[config.mk]
export PLATFORM = sky130hd
export DESIGN_NAME = branch_and_operand_address_gen
export DESIGN_NICKNAME = d
export VERILOG_FILES = /design/src/hdl/addr_gen_pkg.sv /design/src/hdl/branch_and_operand_address_gen.sv /design/src/hdl/operand_reg_select.sv
export SDC_FILE = /design/constraint.sdc
export NUM_CORES = 1
export LEC_CHECK = 0
export BUFFER_PORTS_ARGS = -buffer_cell sky130_fd_sc_hd__buf_4
export CAP_MARGIN = 0
export CORE_MARGIN = 1
export CORE_UTILIZATION = 45
export CTS_CLUSTER_DIAMETER = 200
export DETAILED_ROUTE_END_ITERATION = 16
export PLACE_DENSITY = 0.77
export SYNTH_ARGS = -nofsm -noshare
export SYNTH_HDL_FRONTEND = slang
export SYNTH_HIERARCHICAL = 1
export SYNTH_SLANG_ARGS = --single-unit
[constraint.sdc]
create_clock -name sys_clk -period 3.2 [get_ports sys_clk]
set_input_delay 0.48 -clock sys_clk [delete_from_list [all_inputs] [get_ports sys_clk]]
set_output_delay 0.48 -clock sys_clk [all_outputs]
set_load 0.005 [all_outputs]
[src/hdl/addr_gen_pkg.sv]
// Constants, enumerations and carriers for the branch and operand address generator.
// Assumes a single CPU clock domain and a synchronous active-high reset.
package addr_gen_pkg;

    localparam int unsigned PC_WIDTH    = 16;
    localparam logic [15:0] RESET_PC    = 16'h0000;
    localparam logic [15:0] TABLE_BASE  = 16'h0040;
    localparam logic [15:0] TABLE_LAST  = 16'h007f;
    localparam logic [15:0] FIXED_BASE  = 16'h0800;
    localparam logic [15:0] FIXED_LAST  = 16'h0fff;
    localparam int unsigned INDEX_LSB   = 1;
    localparam int unsigned INDEX_MSB   = 5;

    localparam logic [2:0] REG_X = 3'h0;
    localparam logic [2:0] REG_A = 3'h1;
    localparam logic [2:0] REG_C = 3'h2;
    localparam logic [2:0] REG_B = 3'h3;
    localparam logic [2:0] REG_E = 3'h4;
    localparam logic [2:0] REG_D = 3'h5;
    localparam logic [2:0] REG_L = 3'h6;
    localparam logic [2:0] REG_H = 3'h7;

    localparam logic [1:0] PAIR_ACCUMULATOR = 2'h0;
    localparam logic [1:0] PAIR_BC          = 2'h1;
    localparam logic [1:0] PAIR_DE          = 2'h2;
    localparam logic [1:0] PAIR_HL          = 2'h3;

    typedef enum logic [3:0] {
        op_sequential,
        op_rel_branch,
        op_cond_branch,
        op_abs_branch,
        op_abs_call,
        op_short_fixed_call,
        op_table_call,
        op_pair_jump,
        op_unsigned_multiply,
        op_unsigned_word_divide,
        op_decimal_adjust_add,
        op_decimal_adjust_sub,
        op_digit_rotate_left,
        op_digit_rotate_right,
        op_register
    } op_kind_type;

    typedef struct packed {
        logic        valid;
        op_kind_type op_kind;
        logic [2:0]  instr_len;
        logic        cond_taken;
        logic [7:0]  branch_displacement;
        logic [15:0] absolute_target;
        logic [10:0] short_call_target;
        logic [7:0]  opcode;
        logic [2:0]  reg_code;
        logic [1:0]  pair_code;
    } instr_request_type;

    typedef struct packed {
        logic       byte_used;
        logic [4:0] byte_index;
        logic [2:0] byte_code;
        logic       pair_used;
        logic [3:0] pair_index;
        logic [1:0] pair_code;
    } operand_select_type;

endpackage : addr_gen_pkg

[src/hdl/branch_and_operand_address_gen.sv]
// Next-instruction address and branch target generation with operand register selection.
// Assumes the table memory answers a read one clock after the request, and that
// the bank selection, accumulator pair and flags come from logic on sys_clk.
`timescale 1ns/1ps
`default_nettype none

module branch_and_operand_address_gen
    import addr_gen_pkg::*;
#(
    parameter int unsigned BANK_WIDTH = 2
)
(
    input  wire logic                           sys_clk,
    input  wire logic                           rst,
    input  wire instr_request_type              req,
    output logic                                op_ready,
    input  wire logic [BANK_WIDTH-1:0]          bank_sel,
    input  wire logic [15:0]                    accumulator_pair,
    input  wire logic                           reg_bank_sel_bit0,
    input  wire logic                           reg_bank_sel_bit1,
    output logic [15:0]                         pc,
    output logic [BANK_WIDTH+15:0]              fetch_addr,
    output logic [15:0]                         return_addr,
    output logic                                pc_loaded,
    output operand_select_type                  operand_sel,
    output logic                                mem_rd_req,
    output logic [15:0]                         mem_rd_addr,
    input  wire logic [7:0]                     mem_rd_data
);

    // ==========================================================
    // Target computation
    // ==========================================================
    typedef enum logic [1:0] {
        st_idle,
        st_table_low,
        st_table_high,
        st_table_load
    } seq_state_type;

    seq_state_type       state;
    logic [7:0]          table_low;
    operand_select_type  next_operand;

    wire        accept      = req.valid && op_ready;
    wire [15:0] seq_pc      = pc + {13'h0000, req.instr_len};
    wire [15:0] disp_ext    = {{8{req.branch_displacement[7]}},
                               req.branch_displacement};
    wire [15:0] rel_pc      = seq_pc + disp_ext;
    wire [15:0] fixed_pc    = FIXED_BASE | {5'h00, req.short_call_target};
    wire [4:0]  table_index = req.opcode[INDEX_MSB:INDEX_LSB];
    wire [15:0] table_entry = TABLE_BASE + {10'h000, table_index, 1'b0};
    wire        is_call     = (req.op_kind == op_abs_call) ||
                              (req.op_kind == op_short_fixed_call) ||
                              (req.op_kind == op_table_call);

    logic [15:0] next_pc;

    always_comb begin
        case (req.op_kind)
            op_rel_branch:       next_pc = rel_pc;
            op_cond_branch:      next_pc = req.cond_taken ? rel_pc : seq_pc;
            op_abs_branch,
            op_abs_call:         next_pc = req.absolute_target;
            op_short_fixed_call: next_pc = fixed_pc;
            op_pair_jump:        next_pc = accumulator_pair;
            op_table_call:       next_pc = pc;
            default:             next_pc = seq_pc;
        endcase
    end

    operand_reg_select i_operand_reg_select (
        .reg_bank_sel_bit0 (reg_bank_sel_bit0),
        .reg_bank_sel_bit1 (reg_bank_sel_bit1),
        .op_kind           (req.op_kind),
        .reg_code          (req.reg_code),
        .pair_code         (req.pair_code),
        .sel               (next_operand)
    );

    // ==========================================================
    // Handshake and address outputs
    // ==========================================================
    // The bank is taken live so a bank write lands on the very next fetch.
    assign fetch_addr = {bank_sel, pc};
    assign op_ready   = (state == st_idle);
    assign mem_rd_req = (state == st_table_low) || (state == st_table_high);

    // ==========================================================
    // Sequencer
    // ==========================================================
    always_ff @(posedge sys_clk) begin
        if (rst) begin
            state       <= st_idle;
            pc          <= RESET_PC;
            return_addr <= RESET_PC;
            pc_loaded   <= 1'b0;
            table_low   <= 8'h00;
            mem_rd_addr <= TABLE_BASE;
            operand_sel <= '0;
        end else begin
            pc_loaded <= 1'b0;
            case (state)
                st_idle: begin
                    if (accept) begin
                        operand_sel <= next_operand;
                        if (is_call) begin
                            return_addr <= seq_pc;
                        end
                        if (req.op_kind == op_table_call) begin
                            mem_rd_addr <= table_entry;
                            state       <= st_table_low;
                        end else begin
                            pc        <= next_pc;
                            pc_loaded <= 1'b1;
                        end
                    end
                end
                st_table_low: begin
                    mem_rd_addr <= mem_rd_addr + 16'h0001;
                    state       <= st_table_high;
                end
                st_table_high: begin
                    table_low <= mem_rd_data;
                    state     <= st_table_load;
                end
                st_table_load: begin
                    pc        <= {mem_rd_data, table_low};
                    pc_loaded <= 1'b1;
                    state     <= st_idle;
                end
                default: begin
                    state <= st_idle;
                end
            endcase
        end
    end
endmodule : branch_and_operand_address_gen

`default_nettype wire

[src/hdl/operand_reg_select.sv]
// Operand register selection for implied and register addressing.
// Assumes bank select flags and request fields are stable in the cycle they are used.
`timescale 1ns/1ps
`default_nettype none

module operand_reg_select
    import addr_gen_pkg::*;
(
    input  wire logic               reg_bank_sel_bit0,
    input  wire logic               reg_bank_sel_bit1,
    input  wire op_kind_type        op_kind,
    input  wire logic [2:0]         reg_code,
    input  wire logic [1:0]         pair_code,
    output operand_select_type      sel
);

    logic [2:0] byte_code;
    logic [1:0] pr_code;
    logic       byte_used;
    logic       pair_used;

    wire  [1:0] bank = {reg_bank_sel_bit1, reg_bank_sel_bit0};

    always_comb begin
        byte_code = REG_A;
        pr_code   = PAIR_ACCUMULATOR;
        byte_used = 1'b0;
        pair_used = 1'b0;
        case (op_kind)
            op_unsigned_multiply: begin
                byte_used = 1'b1;
                pair_used = 1'b1;
            end
            op_unsigned_word_divide: begin
                pair_used = 1'b1;
            end
            op_decimal_adjust_add, op_decimal_adjust_sub: begin
                byte_used = 1'b1;
            end
            op_digit_rotate_left, op_digit_rotate_right: begin
                byte_used = 1'b1;
            end
            op_register: begin
                byte_code = reg_code;
                pr_code   = pair_code;
                byte_used = 1'b1;
                pair_used = 1'b1;
            end
            default: begin
                byte_used = 1'b0;
            end
        endcase
    end

    // Eight byte registers and four pairs per bank, so the bank forms the upper bits.
    assign sel.byte_used  = byte_used;
    assign sel.byte_code  = byte_code;
    assign sel.byte_index = {bank, byte_code};
    assign sel.pair_used  = pair_used;
    assign sel.pair_code  = pr_code;
    assign sel.pair_index = {bank, pr_code};

endmodule : operand_reg_select

`default_nettype wire
==> impl_results.html, run 1 <==
<table>
<tr><th>Metric</th><th>Value</th></tr>
<tr><th colspan="2">Run status</th></tr>
<tr><td>Outcome</td><td>finished, final reports clean</td></tr>
<tr><th colspan="2">Layout</th></tr>
<tr><td>Sequential Area</td><td>about 0.0015 mm^2</td></tr>
<tr><td>Net count, final</td><td>905</td></tr>
<tr><td>Final-layout fill cell count</td><td>921</td></tr>
<tr><td>Filler-free cell count of the finished design</td><td>934</td></tr>
<tr><td>Share of post-route cells with drive strength above 1</td><td>0.392</td></tr>
<tr><td>Antenna cell count</td><td>0</td></tr>
<tr><td>Footprint of the multi-input gates</td><td>0.00315 mm^2</td></tr>
<tr><td>Area Overhead vs Synth</td><td>43.0%</td></tr>
<tr><th colspan="2">Critical path</th></tr>
<tr><td>Setup slack of the most critical reg-to-reg path</td><td>70 ps</td></tr>
<tr><td>Cell-by-cell trace of the critical path</td><td>ha_4 &gt; fa_2 &gt; a21o_1 &gt; and2b_2 &gt; nand2_2 &gt; xnor2_2 &gt; ha_2 &gt; o21ai_2 &gt; a31o_2 &gt; o21ai_2 &gt; a41oi_1 &gt; mux2i_2 &gt; a221o_1</td></tr>
<tr><td>CP most frequent cell</td><td>o21ai_2</td></tr>
<tr><td>Critical Path End Type</td><td>flip-flop</td></tr>
<tr><td>Crit path largest cell delay</td><td>340 ps</td></tr>
<tr><td>Endpoint of the worst setup timing path</td><td>pc[14]$_SDFFE_PP0P_</td></tr>
<tr><td>Type of the setup path with the least slack</td><td>flip-flop to flip-flop</td></tr>
<tr><td>Critical Path Start</td><td>pc[0]$_SDFFE_PP0P_</td></tr>
<tr><td>Worst r2r src</td><td>pc[0]$_SDFFE_PP0P_</td></tr>
<tr><td>Worst reg2reg endpoint</td><td>pc[14]$_SDFFE_PP0P_</td></tr>
<tr><td>Worst-case reg-to-reg path depth</td><td>13</td></tr>
<tr><td>Arr. time, crit path</td><td>3390 ps</td></tr>
<tr><td>Slowest cell on crit path</td><td>dfxtp_2</td></tr>
<tr><td>CP Data Required Time</td><td>between 3000 and 4000 ps</td></tr>
<tr><td>Max Fanout on Critical Path</td><td>3</td></tr>
<tr><td>Sort of element at the start of the critical path</td><td>flip-flop</td></tr>
<tr><th colspan="2">Clock tree</th></tr>
<tr><td>Worst-case clock buffer depth</td><td>2</td></tr>
<tr><td>Clock transition at the registers of the reported paths</td><td>90 ps</td></tr>
<tr><td>CTS H-tree lvls</td><td>3</td></tr>
<tr><td>CTS buffer count</td><td>9</td></tr>
<tr><td>Count of clock tree sinks</td><td>75</td></tr>
<tr><td>Total of hold buffers inserted after clock tree synthesis</td><td>0</td></tr>
<tr><td>Library cell used as clock root buffer</td><td>clkbuf_8</td></tr>
<tr><td>Clock latency of the later-clocked register in the worst-skew pair</td><td>370 ps</td></tr>
<tr><td>CTS tree</td><td>yes</td></tr>
<tr><th colspan="2">Synthesis</th></tr>
<tr><td>Most common cell in the netlist</td><td>dfxtp_1</td></tr>
<tr><td>Area share of the largest cell type after synthesis</td><td>0.312</td></tr>
<tr><td>Async set-or-reset flop fraction in the synthesized netlist</td><td>0</td></tr>
<tr><td>Main area contributors after synthesis</td><td>dfxtp_1, ha_1, nand2_1</td></tr>
<tr><td>Number of cells produced by synthesis</td><td>between 500 and 600</td></tr>
<tr><td>Primary flip-flop cell chosen by synthesis mapping</td><td>dfxtp_1</td></tr>
<tr><td>Netlist area before placement</td><td>0.00481 mm^2</td></tr>
<tr><td>Post-synth net total</td><td>708</td></tr>
<tr><td>Commonest cells post-synth</td><td>dfxtp_1, nand2_1, nor2_1</td></tr>
<tr><td>Syn avg cell area</td><td>8.08 um^2</td></tr>
<tr><td>Number of warnings reported in the yosys synthesis log</td><td>6</td></tr>
<tr><td>Most area-hungry cell type in the Yosys netlist</td><td>dfxtp_1</td></tr>
<tr><td>Sequential area share after synthesis</td><td>0.312</td></tr>
<tr><td>Count of flip-flops with a built-in enable after synthesis</td><td>0</td></tr>
<tr><td>Post-synthesis sequential element count</td><td>75</td></tr>
<tr><td>Number of unique standard cell types used by synthesis</td><td>between 60 and 70</td></tr>
<tr><th colspan="2">Timing</th></tr>
<tr><td>Setup repair after global routing missed its margin</td><td>yes</td></tr>
<tr><td>Final critical delay including setup and external delays</td><td>about 3100 ps</td></tr>
<tr><td>Maximum clock skew at final layout</td><td>roughly 15 ps</td></tr>
<tr><td>Post-route fraction of the period consumed by the critical path</td><td>0.978</td></tr>
<tr><td>Measured slew at the worst slew-check pin</td><td>roughly 740 ps</td></tr>
<tr><td>Pins over their slew limit</td><td>0</td></tr>
<tr><td>Setup violation total in the final timing report</td><td>0</td></tr>
<tr><td>Count of endpoints failing hold in the final timing report</td><td>0</td></tr>
<tr><td>Tightest slew margin relative to the limit</td><td>0.504</td></tr>
<tr><td>Fmax achieved</td><td>320 MHz</td></tr>
<tr><th colspan="2">Drt</th></tr>
<tr><td>Highest metal layer used by the detailed router</td><td>met4</td></tr>
<tr><td>Drt pass-1 iters</td><td>5</td></tr>
<tr><td>DRT antenna net count</td><td>0</td></tr>
<tr><td>Average wire per cell in the routed design</td><td>17.5 um</td></tr>
<tr><td>First-iteration detailed-routing DRC count</td><td>281</td></tr>
<tr><td>Met1 wire length</td><td>slightly above 7 mm</td></tr>
<tr><td>Sum of met2 wire segment lengths after detailed routing</td><td>7.61 mm</td></tr>
<tr><td>Remaining routing DRC violations</td><td>0</td></tr>
<tr><td>Via Count</td><td>~5,100</td></tr>
<tr><td>Vias per cell</td><td>between 5 and 6</td></tr>
<tr><td>Total Routed Length</td><td>16.4 mm</td></tr>
<tr><td>Total length of routed met3 wires</td><td>1.01 mm</td></tr>
<tr><th colspan="2">Job</th></tr>
<tr><td>Number of violations of the max-capacitance limit</td><td>0</td></tr>
<tr><th colspan="2">Pwr</th></tr>
<tr><td>Static power due to leakage</td><td>3.14 nW</td></tr>
<tr><td>Power density of the placed cells</td><td>612 mW/mm^2</td></tr>
<tr><td>VDD IR-drop max</td><td>0.000284 V</td></tr>
<tr><td>Power consumption</td><td>approximately 4.2 mW</td></tr>
<tr><th colspan="2">Floorplanning</th></tr>
<tr><td>Die area</td><td>0.0111 mm^2</td></tr>
<tr><td>Number of I/O pins</td><td>172</td></tr>
<tr><td>Starting density of the core</td><td>0.464</td></tr>
<tr><td>Site row count</td><td>37</td></tr>
<tr><td>Core area</td><td>0.0104 mm^2</td></tr>
<tr><td>Die H</td><td>105 um</td></tr>
<tr><td>Die Wd</td><td>105 um</td></tr>
<tr><th colspan="2">Min path</th></tr>
<tr><td>Worst min path class</td><td>primary input to flip-flop</td></tr>
<tr><th colspan="2">Place</th></tr>
<tr><td>Dpl cells</td><td>913</td></tr>
<tr><td>Gp weighted congestion</td><td>approximately 0.94</td></tr>
<tr><td>Count of port buffers added during placement</td><td>164</td></tr>
<tr><td>Detailed-placement wirelength estimate</td><td>12.7 mm</td></tr>
<tr><th colspan="2">GRT</th></tr>
<tr><td>Vias in the first global route</td><td>4,877</td></tr>
<tr><td>Antenna violations before repair</td><td>0</td></tr>
<tr><td>First-pass GRT wire length</td><td>25.0 mm</td></tr>
<tr><td>Pin count of the biggest net entering global routing</td><td>38</td></tr>
<tr><td>Aggregate global routing overflow</td><td>0</td></tr>
<tr><td>Global-route total usage across every layer</td><td>0.293</td></tr>
</table>
-- stage by stage --
step	area (um^2)	setup TNS (ps)	hold WS [ps]	setup WS, ps	utilization
6_report	6890	0	357	70.4	0.664
2_1_floorplan	4820	0	453	3.27	-
4_1_cts	6690	-40.2	341	-40.2	0.645
3_5_place_dp	6430	-2270	448	-349	0.620
3_3_place_gp	6430	-2100	442	-332	0.620
5_1_grt	6890	-90.3	343	-26.6	0.664
-- critical path: cells and delay by family, from the launching register on --
| kind | cells | cell delay (ps) |
|---|---|---|
| xor+xnor | 1 | 80 |
| mux | 1 | 240 |
| compound gates | 6 | 1180 |
| flops | 1 | 340 |
| fa+ha+maj | 3 | 840 |
| simple gates | 2 | 330 |
-- how the worst min path moves through the flow --
stage / start / endpoint / slack (ps) / depth (start not counted)
2_1_floorplan: operand_sel[0]$_SDFFE_PP0P_ / operand_sel[0]$_SDFFE_PP0P_ / 450 / 2
3_3_place_gp: operand_sel[14]$_SDFFE_PP0P_ / operand_sel[14]$_SDFFE_PP0P_ / 440 / 2
3_5_place_dp: operand_sel[5]$_SDFFE_PP0P_ / operand_sel[5]$_SDFFE_PP0P_ / 450 / 2
4_1_cts: reg_bank_sel_bit0 / operand_sel[13]$_SDFFE_PP0P_ / 340 / 3
5_1_grt: reg_bank_sel_bit0 / operand_sel[4]$_SDFFE_PP0P_ / 340 / 3
6_report: reg_bank_sel_bit0 / operand_sel[4]$_SDFFE_PP0P_ / 360 / 3
-- area by class of cell --
type	count	share of cell area
Clock buffer	10	0.0200
Sequential cell	75	0.218
Multi-Input combinational cell	452	0.457
Inverter	16	0.00872
Clock inverter	6	0.0104
Tap cell	136	0.0247
Timing Repair Buffer	239	0.261
-- registers in the layout, summed over array words and instances (netlist names) --
register	count
operand_sel	16
return_addr	16
pc_loaded	1
table_low	8
state	2
mem_rd_addr	16
pc	16
-- cell families (layout without fill, tap and decap cells) --
group | after synthesis | count (layout) | synth area share
AND/OR/NAND/NOR | 212 | 212 | 0.210
AO/OA/AOI/OAI | 165 | 165 | 0.237
flip-flops | 75 | 75 | 0.312
buffers and inverters | 69 | 271 | 0.0782
XOR/XNOR | 38 | 38 | 0.0707
adder cells (fa/ha/maj) | 25 | 25 | 0.0681
multiplexers | 12 | 12 | 0.0250
-- power by group --
part / total, mW / internal (mW) / leakage [nW] / switching, mW
clock: 0.780 / 0.388 / 0.0995 / 0.392
combinational: 2.22 / 1.11 / 2.43 / 1.12
sequential: 1.21 / 1.07 / 0.610 / 0.138
total: 4.21 / 2.56 / 3.14 / 1.65
-- what timing repair did --
action	4_1_cts	5_1_grt
resized for setup	8	33
pin swaps	1	16
endpoints found under the setup margin	6	8
buffers inserted	1	4
cloned	0	0
-- placed cells by master, fill, tap and decap left out, types with 3 or more instances in the layout --
master and instances:
a211o_1 3, a211oi_1 8, a21boi_0 3, a21o_1 6
a21oi_1 43, a21oi_2 4, a221o_1 17, a221oi_1 7
a22oi_1 3, a2bb2oi_1 3, a31o_2 3, a31oi_1 3
and2_1 6, and3_1 4, buf_4 239, clkbuf_8 10
dfxtp_1 74, ha_1 19, ha_4 3, inv_1 16
mux2i_1 11, nand2_1 66, nand2_2 3, nand2b_1 9
nand3_1 15, nand3_2 3, nand3b_1 4, nand4_1 4
nor2_1 61, nor2_2 3, nor3_1 14, o21a_1 5
o21ai_0 28, o21ai_2 3, o22ai_1 5, xnor2_1 13
xnor2_2 6, xor2_1 16
-- layer usage --
layer,vias up,global-route usage
li1,2500,-
met1,2420,0.378
met3,32,0.0711
met5,-,0
met2,181,0.467
met4,0,0.124
Power figures use the tool's default switching activity.
==> inputs of run 2 (changes only) <==
--- a/config.mk
+++ b/config.mk
@@ -7,11 +7,13 @@
 export LEC_CHECK = 0
 export BUFFER_PORTS_ARGS = -buffer_cell sky130_fd_sc_hd__buf_4
 export CAP_MARGIN = 0
+export CORE_ASPECT_RATIO = 0.5
 export CORE_MARGIN = 1
-export CORE_UTILIZATION = 45
+export CORE_UTILIZATION = 40
 export CTS_CLUSTER_DIAMETER = 200
 export DETAILED_ROUTE_END_ITERATION = 16
-export PLACE_DENSITY = 0.77
+export MAX_ROUTING_LAYER = met4
+export PLACE_DENSITY = 0.7
 export SYNTH_ARGS = -nofsm -noshare
 export SYNTH_HDL_FRONTEND = slang
 export SYNTH_HIERARCHICAL = 1
==> impl_results.html, run 2 (synthesized netlist as in run 1, its figures left out) <==
<table>
<tr><th>Metric</th><th>Value</th></tr>
<tr><th colspan="2">Run status</th></tr>
<tr><td>Outcome</td><td>finished, final reports clean (unchanged)</td></tr>
<tr><th colspan="2">Clock tree</th></tr>
<tr><td>Worst-case clock buffer depth</td><td>2 (unchanged)</td></tr>
<tr><td>Count of clock tree sinks</td><td>75 (unchanged)</td></tr>
<tr><td>Clock latency of the later-clocked register in the worst-skew pair</td><td>340 ps (was 370 ps)</td></tr>
<tr><td>CTS buffer count</td><td>9 (unchanged)</td></tr>
<tr><td>CTS H-tree lvls</td><td>3 (unchanged)</td></tr>
<tr><td>Clock transition at the registers of the reported paths</td><td>60 ps (was 90 ps)</td></tr>
<tr><td>CTS tree</td><td>yes (unchanged)</td></tr>
<tr><td>Total of hold buffers inserted after clock tree synthesis</td><td>0 (unchanged)</td></tr>
<tr><td>Library cell used as clock root buffer</td><td>clkbuf_16 (was clkbuf_8)</td></tr>
<tr><th colspan="2">Timing</th></tr>
<tr><td>Final critical delay including setup and external delays</td><td>3090 ps (was 3130 ps)</td></tr>
<tr><td>Hold_ws</td><td>381 ps (was 357 ps)</td></tr>
<tr><td>Setup repair after global routing missed its margin</td><td>yes (unchanged)</td></tr>
<tr><td>Fmax achieved</td><td>324 MHz (was 320 MHz)</td></tr>
<tr><td>Tightest slew margin relative to the limit</td><td>0.489 (was 0.504)</td></tr>
<tr><td>Post-route fraction of the period consumed by the critical path</td><td>0.965 (was 0.978)</td></tr>
<tr><td>Maximum clock skew at final layout</td><td>6.69 ps (was 14.8 ps)</td></tr>
<tr><td>Count of endpoints failing hold in the final timing report</td><td>0 (unchanged)</td></tr>
<tr><td>Measured slew at the worst slew-check pin</td><td>765 ps (was 743 ps)</td></tr>
<tr><td>Setup violation total in the final timing report</td><td>0 (unchanged)</td></tr>
<tr><td>Pins over their slew limit</td><td>0 (unchanged)</td></tr>
<tr><th colspan="2">Drt</th></tr>
<tr><td>Drt pass-1 iters</td><td>5 (unchanged)</td></tr>
<tr><td>DRT antenna net count</td><td>0 (unchanged)</td></tr>
<tr><td>Average wire per cell in the routed design</td><td>16.4 um (was 17.5 um)</td></tr>
<tr><td>Via Count</td><td>5,070 (was 5,133)</td></tr>
<tr><td>Total Routed Length</td><td>15.6 mm (was 16.4 mm)</td></tr>
<tr><td>First-iteration detailed-routing DRC count</td><td>449 (was 281)</td></tr>
<tr><td>Remaining routing DRC violations</td><td>0 (unchanged)</td></tr>
<tr><td>Vias per cell</td><td>5.34 (was 5.50)</td></tr>
<tr><th colspan="2">Floorplanning</th></tr>
<tr><td>Core area</td><td>0.0114 mm^2 (was 0.0104 mm^2)</td></tr>
<tr><td>Site row count</td><td>27 (was 37)</td></tr>
<tr><td>Starting density of the core</td><td>0.424 (was 0.464)</td></tr>
<tr><td>Number of I/O pins</td><td>172 (unchanged)</td></tr>
<tr><td>Die Wd</td><td>157 um (was 105 um)</td></tr>
<tr><td>Die area</td><td>0.0125 mm^2 (was 0.0111 mm^2)</td></tr>
<tr><td>Die H</td><td>79.6 um (was 105 um)</td></tr>
<tr><th colspan="2">Layout</th></tr>
<tr><td>Commonest cells after routing, fill and taps aside</td><td>buf_4, dfxtp_1, nand2_1 (unchanged)</td></tr>
<tr><td>Final-layout fill cell count</td><td>1,061 (was 921)</td></tr>
<tr><td>Finished layout cell area</td><td>0.00687 mm^2 (was 0.00689 mm^2)</td></tr>
<tr><td>Leading cell type in the layout, fill and taps excluded</td><td>buf_4 (unchanged)</td></tr>
<tr><td>Net count, final</td><td>897 (was 905)</td></tr>
<tr><td>Sequential Area</td><td>0.00150 mm^2 (about the same)</td></tr>
<tr><td>Share of post-route cells with drive strength above 1</td><td>0.370 (was 0.392)</td></tr>
<tr><td>Footprint of the multi-input gates</td><td>0.00306 mm^2 (was 0.00315 mm^2)</td></tr>
<tr><td>Antenna cell count</td><td>0 (unchanged)</td></tr>
<tr><td>Area Overhead vs Synth</td><td>42.7% (was 43.0%)</td></tr>
<tr><th colspan="2">GRT</th></tr>
<tr><td>Global-route total usage across every layer</td><td>0.257 (was 0.293)</td></tr>
<tr><td>Pin count of the biggest net entering global routing</td><td>41 (was 38)</td></tr>
<tr><td>Vias in the first global route</td><td>4,548 (was 4,877)</td></tr>
<tr><td>First-pass GRT wire length</td><td>23.8 mm (was 25.0 mm)</td></tr>
<tr><td>Antenna violations before repair</td><td>0 (unchanged)</td></tr>
<tr><td>Aggregate global routing overflow</td><td>0 (unchanged)</td></tr>
<tr><th colspan="2">Critical path</th></tr>
<tr><td>CP Data Required Time</td><td>3450 ps (was 3460 ps)</td></tr>
<tr><td>Worst-case reg-to-reg path depth</td><td>14 (was 13)</td></tr>
<tr><td>Worst r2r src</td><td>pc[0]$_SDFFE_PP0P_ (unchanged)</td></tr>
<tr><td>Critical Path End Type</td><td>flip-flop (unchanged)</td></tr>
<tr><td>Sort of element at the start of the critical path</td><td>flip-flop (unchanged)</td></tr>
<tr><td>Type of the setup path with the least slack</td><td>flip-flop to flip-flop (unchanged)</td></tr>
<tr><td>Arr. time, crit path</td><td>3340 ps (was 3390 ps)</td></tr>
<tr><td>Critical Path Start</td><td>pc[0]$_SDFFE_PP0P_ (unchanged)</td></tr>
<tr><td>Max Fanout on Critical Path</td><td>3 (unchanged)</td></tr>
<tr><th colspan="2">Pwr</th></tr>
<tr><td>Power density of the placed cells</td><td>636 mW/mm^2 (was 612 mW/mm^2)</td></tr>
<tr><td>VDD IR-drop max</td><td>0.000270 V (was 0.000284 V)</td></tr>
<tr><td>Static power due to leakage</td><td>3.13 nW (was 3.14 nW)</td></tr>
<tr><td>Power consumption</td><td>4.37 mW (was 4.21 mW)</td></tr>
<tr><th colspan="2">Place</th></tr>
<tr><td>Detailed-placement wirelength estimate</td><td>11.9 mm (was 12.7 mm)</td></tr>
<tr><td>Count of port buffers added during placement</td><td>164 (unchanged)</td></tr>
<tr><td>Post-Place Cell Area</td><td>0.00642 mm^2 (was 0.00643 mm^2)</td></tr>
<tr><td>Gp weighted congestion</td><td>0.909 (was 0.939)</td></tr>
<tr><th colspan="2">Min path</th></tr>
<tr><td>Worst min path class</td><td>primary input to flip-flop (unchanged)</td></tr>
<tr><td>Start point of the worst min-delay path</td><td>mem_rd_data[2] (was reg_bank_sel_bit0)</td></tr>
<tr><td>Worst hold stages</td><td>3 (unchanged)</td></tr>
<tr><th colspan="2">Job</th></tr>
<tr><td>Number of violations of the max-capacitance limit</td><td>0 (unchanged)</td></tr>
</table>
run 2: changes by cell type in the layout (fill, tap and decap cells not counted), moves of 2 or more:
cell,before,now
ha_4,3,1
ha_1,19,21
xor2_1,16,18
buf_4,239,231
nand3_2,3,1
clkbuf_16,0,9
clkbuf_8,10,2
xnor2_2,6,4
nand3_1,15,17
xnor2_1,13,15
run 2: critical path, stage by stage, from the launching register on:
cell	delay, ps
dfxtp_1	330
ha_2	190
fa_2	340
a21o_1	220
nor3b_2	180
nand3_1	130
xor2_2	200
inv_1	70
ha_1	210
a21o_1	190
a21o_1	190
or3_1	320
o22ai_2	120
xnor2_1	100
o31ai_2	190
run 2: path summary, 6_finish.rpt:
path | end | slack, ps
worst max-delay path | pc[15]$_SDFFE_PP0P_ | 110
worst min-delay path | table_low[2]$_SDFFE_PP0P_ | 380
worst max register to register | pc[15]$_SDFFE_PP0P_ | 110
worst min register to register | operand_sel[2]$_SDFFE_PP0P_ | 450
run 2: layer usage:
metal  share of wire  GRT usage
met5               0          -
met2            0.48      0.415
met3           0.055     0.0440
met4           0.016     0.0699
met1            0.45      0.333
run 2: layout make-up:
| cell class | count | share of cell area |
|---|---|---|
| well taps | 159 | 0.0290 |
| multi-input cells | 452 | 0.446 |
| clock inverters | 5 | 0.00875 |
| inverters | 16 | 0.00875 |
| clock buffers | 11 | 0.0368 |
| flip-flops and latches | 75 | 0.219 |
| repair buffers | 231 | 0.253 |
run 2: report_power, final:
group | switching (mW) | internal [mW]
clock network | 0.414 | 0.649
logic | 1.04 | 1.05
registers | 0.147 | 1.07
run 2: timing repair:
item | in CTS | in global routing
resized for setup | 4 | 20
pin swaps | 0 | 10
cloned | 0 | 0
endpoints found under the hold margin | 0 | 0
setup endpoints to repair | 2 | 7
buffers inserted | 0 | 3
run 2: through the flow:
stage / std cells / setup WS [ps] / TNS [ps] / utilization
2_1_floorplan: 596 / 3.27 / 0 / -
3_3_place_gp: 930 / -241 / -1440 / 0.565
3_5_place_dp: 930 / -283 / -1700 / 0.565
4_1_cts: 946 / 3.07 / 0 / 0.595
5_1_grt: 949 / -45.8 / -114 / 0.605
6_report: 949 / 112 / 0 / 0.605
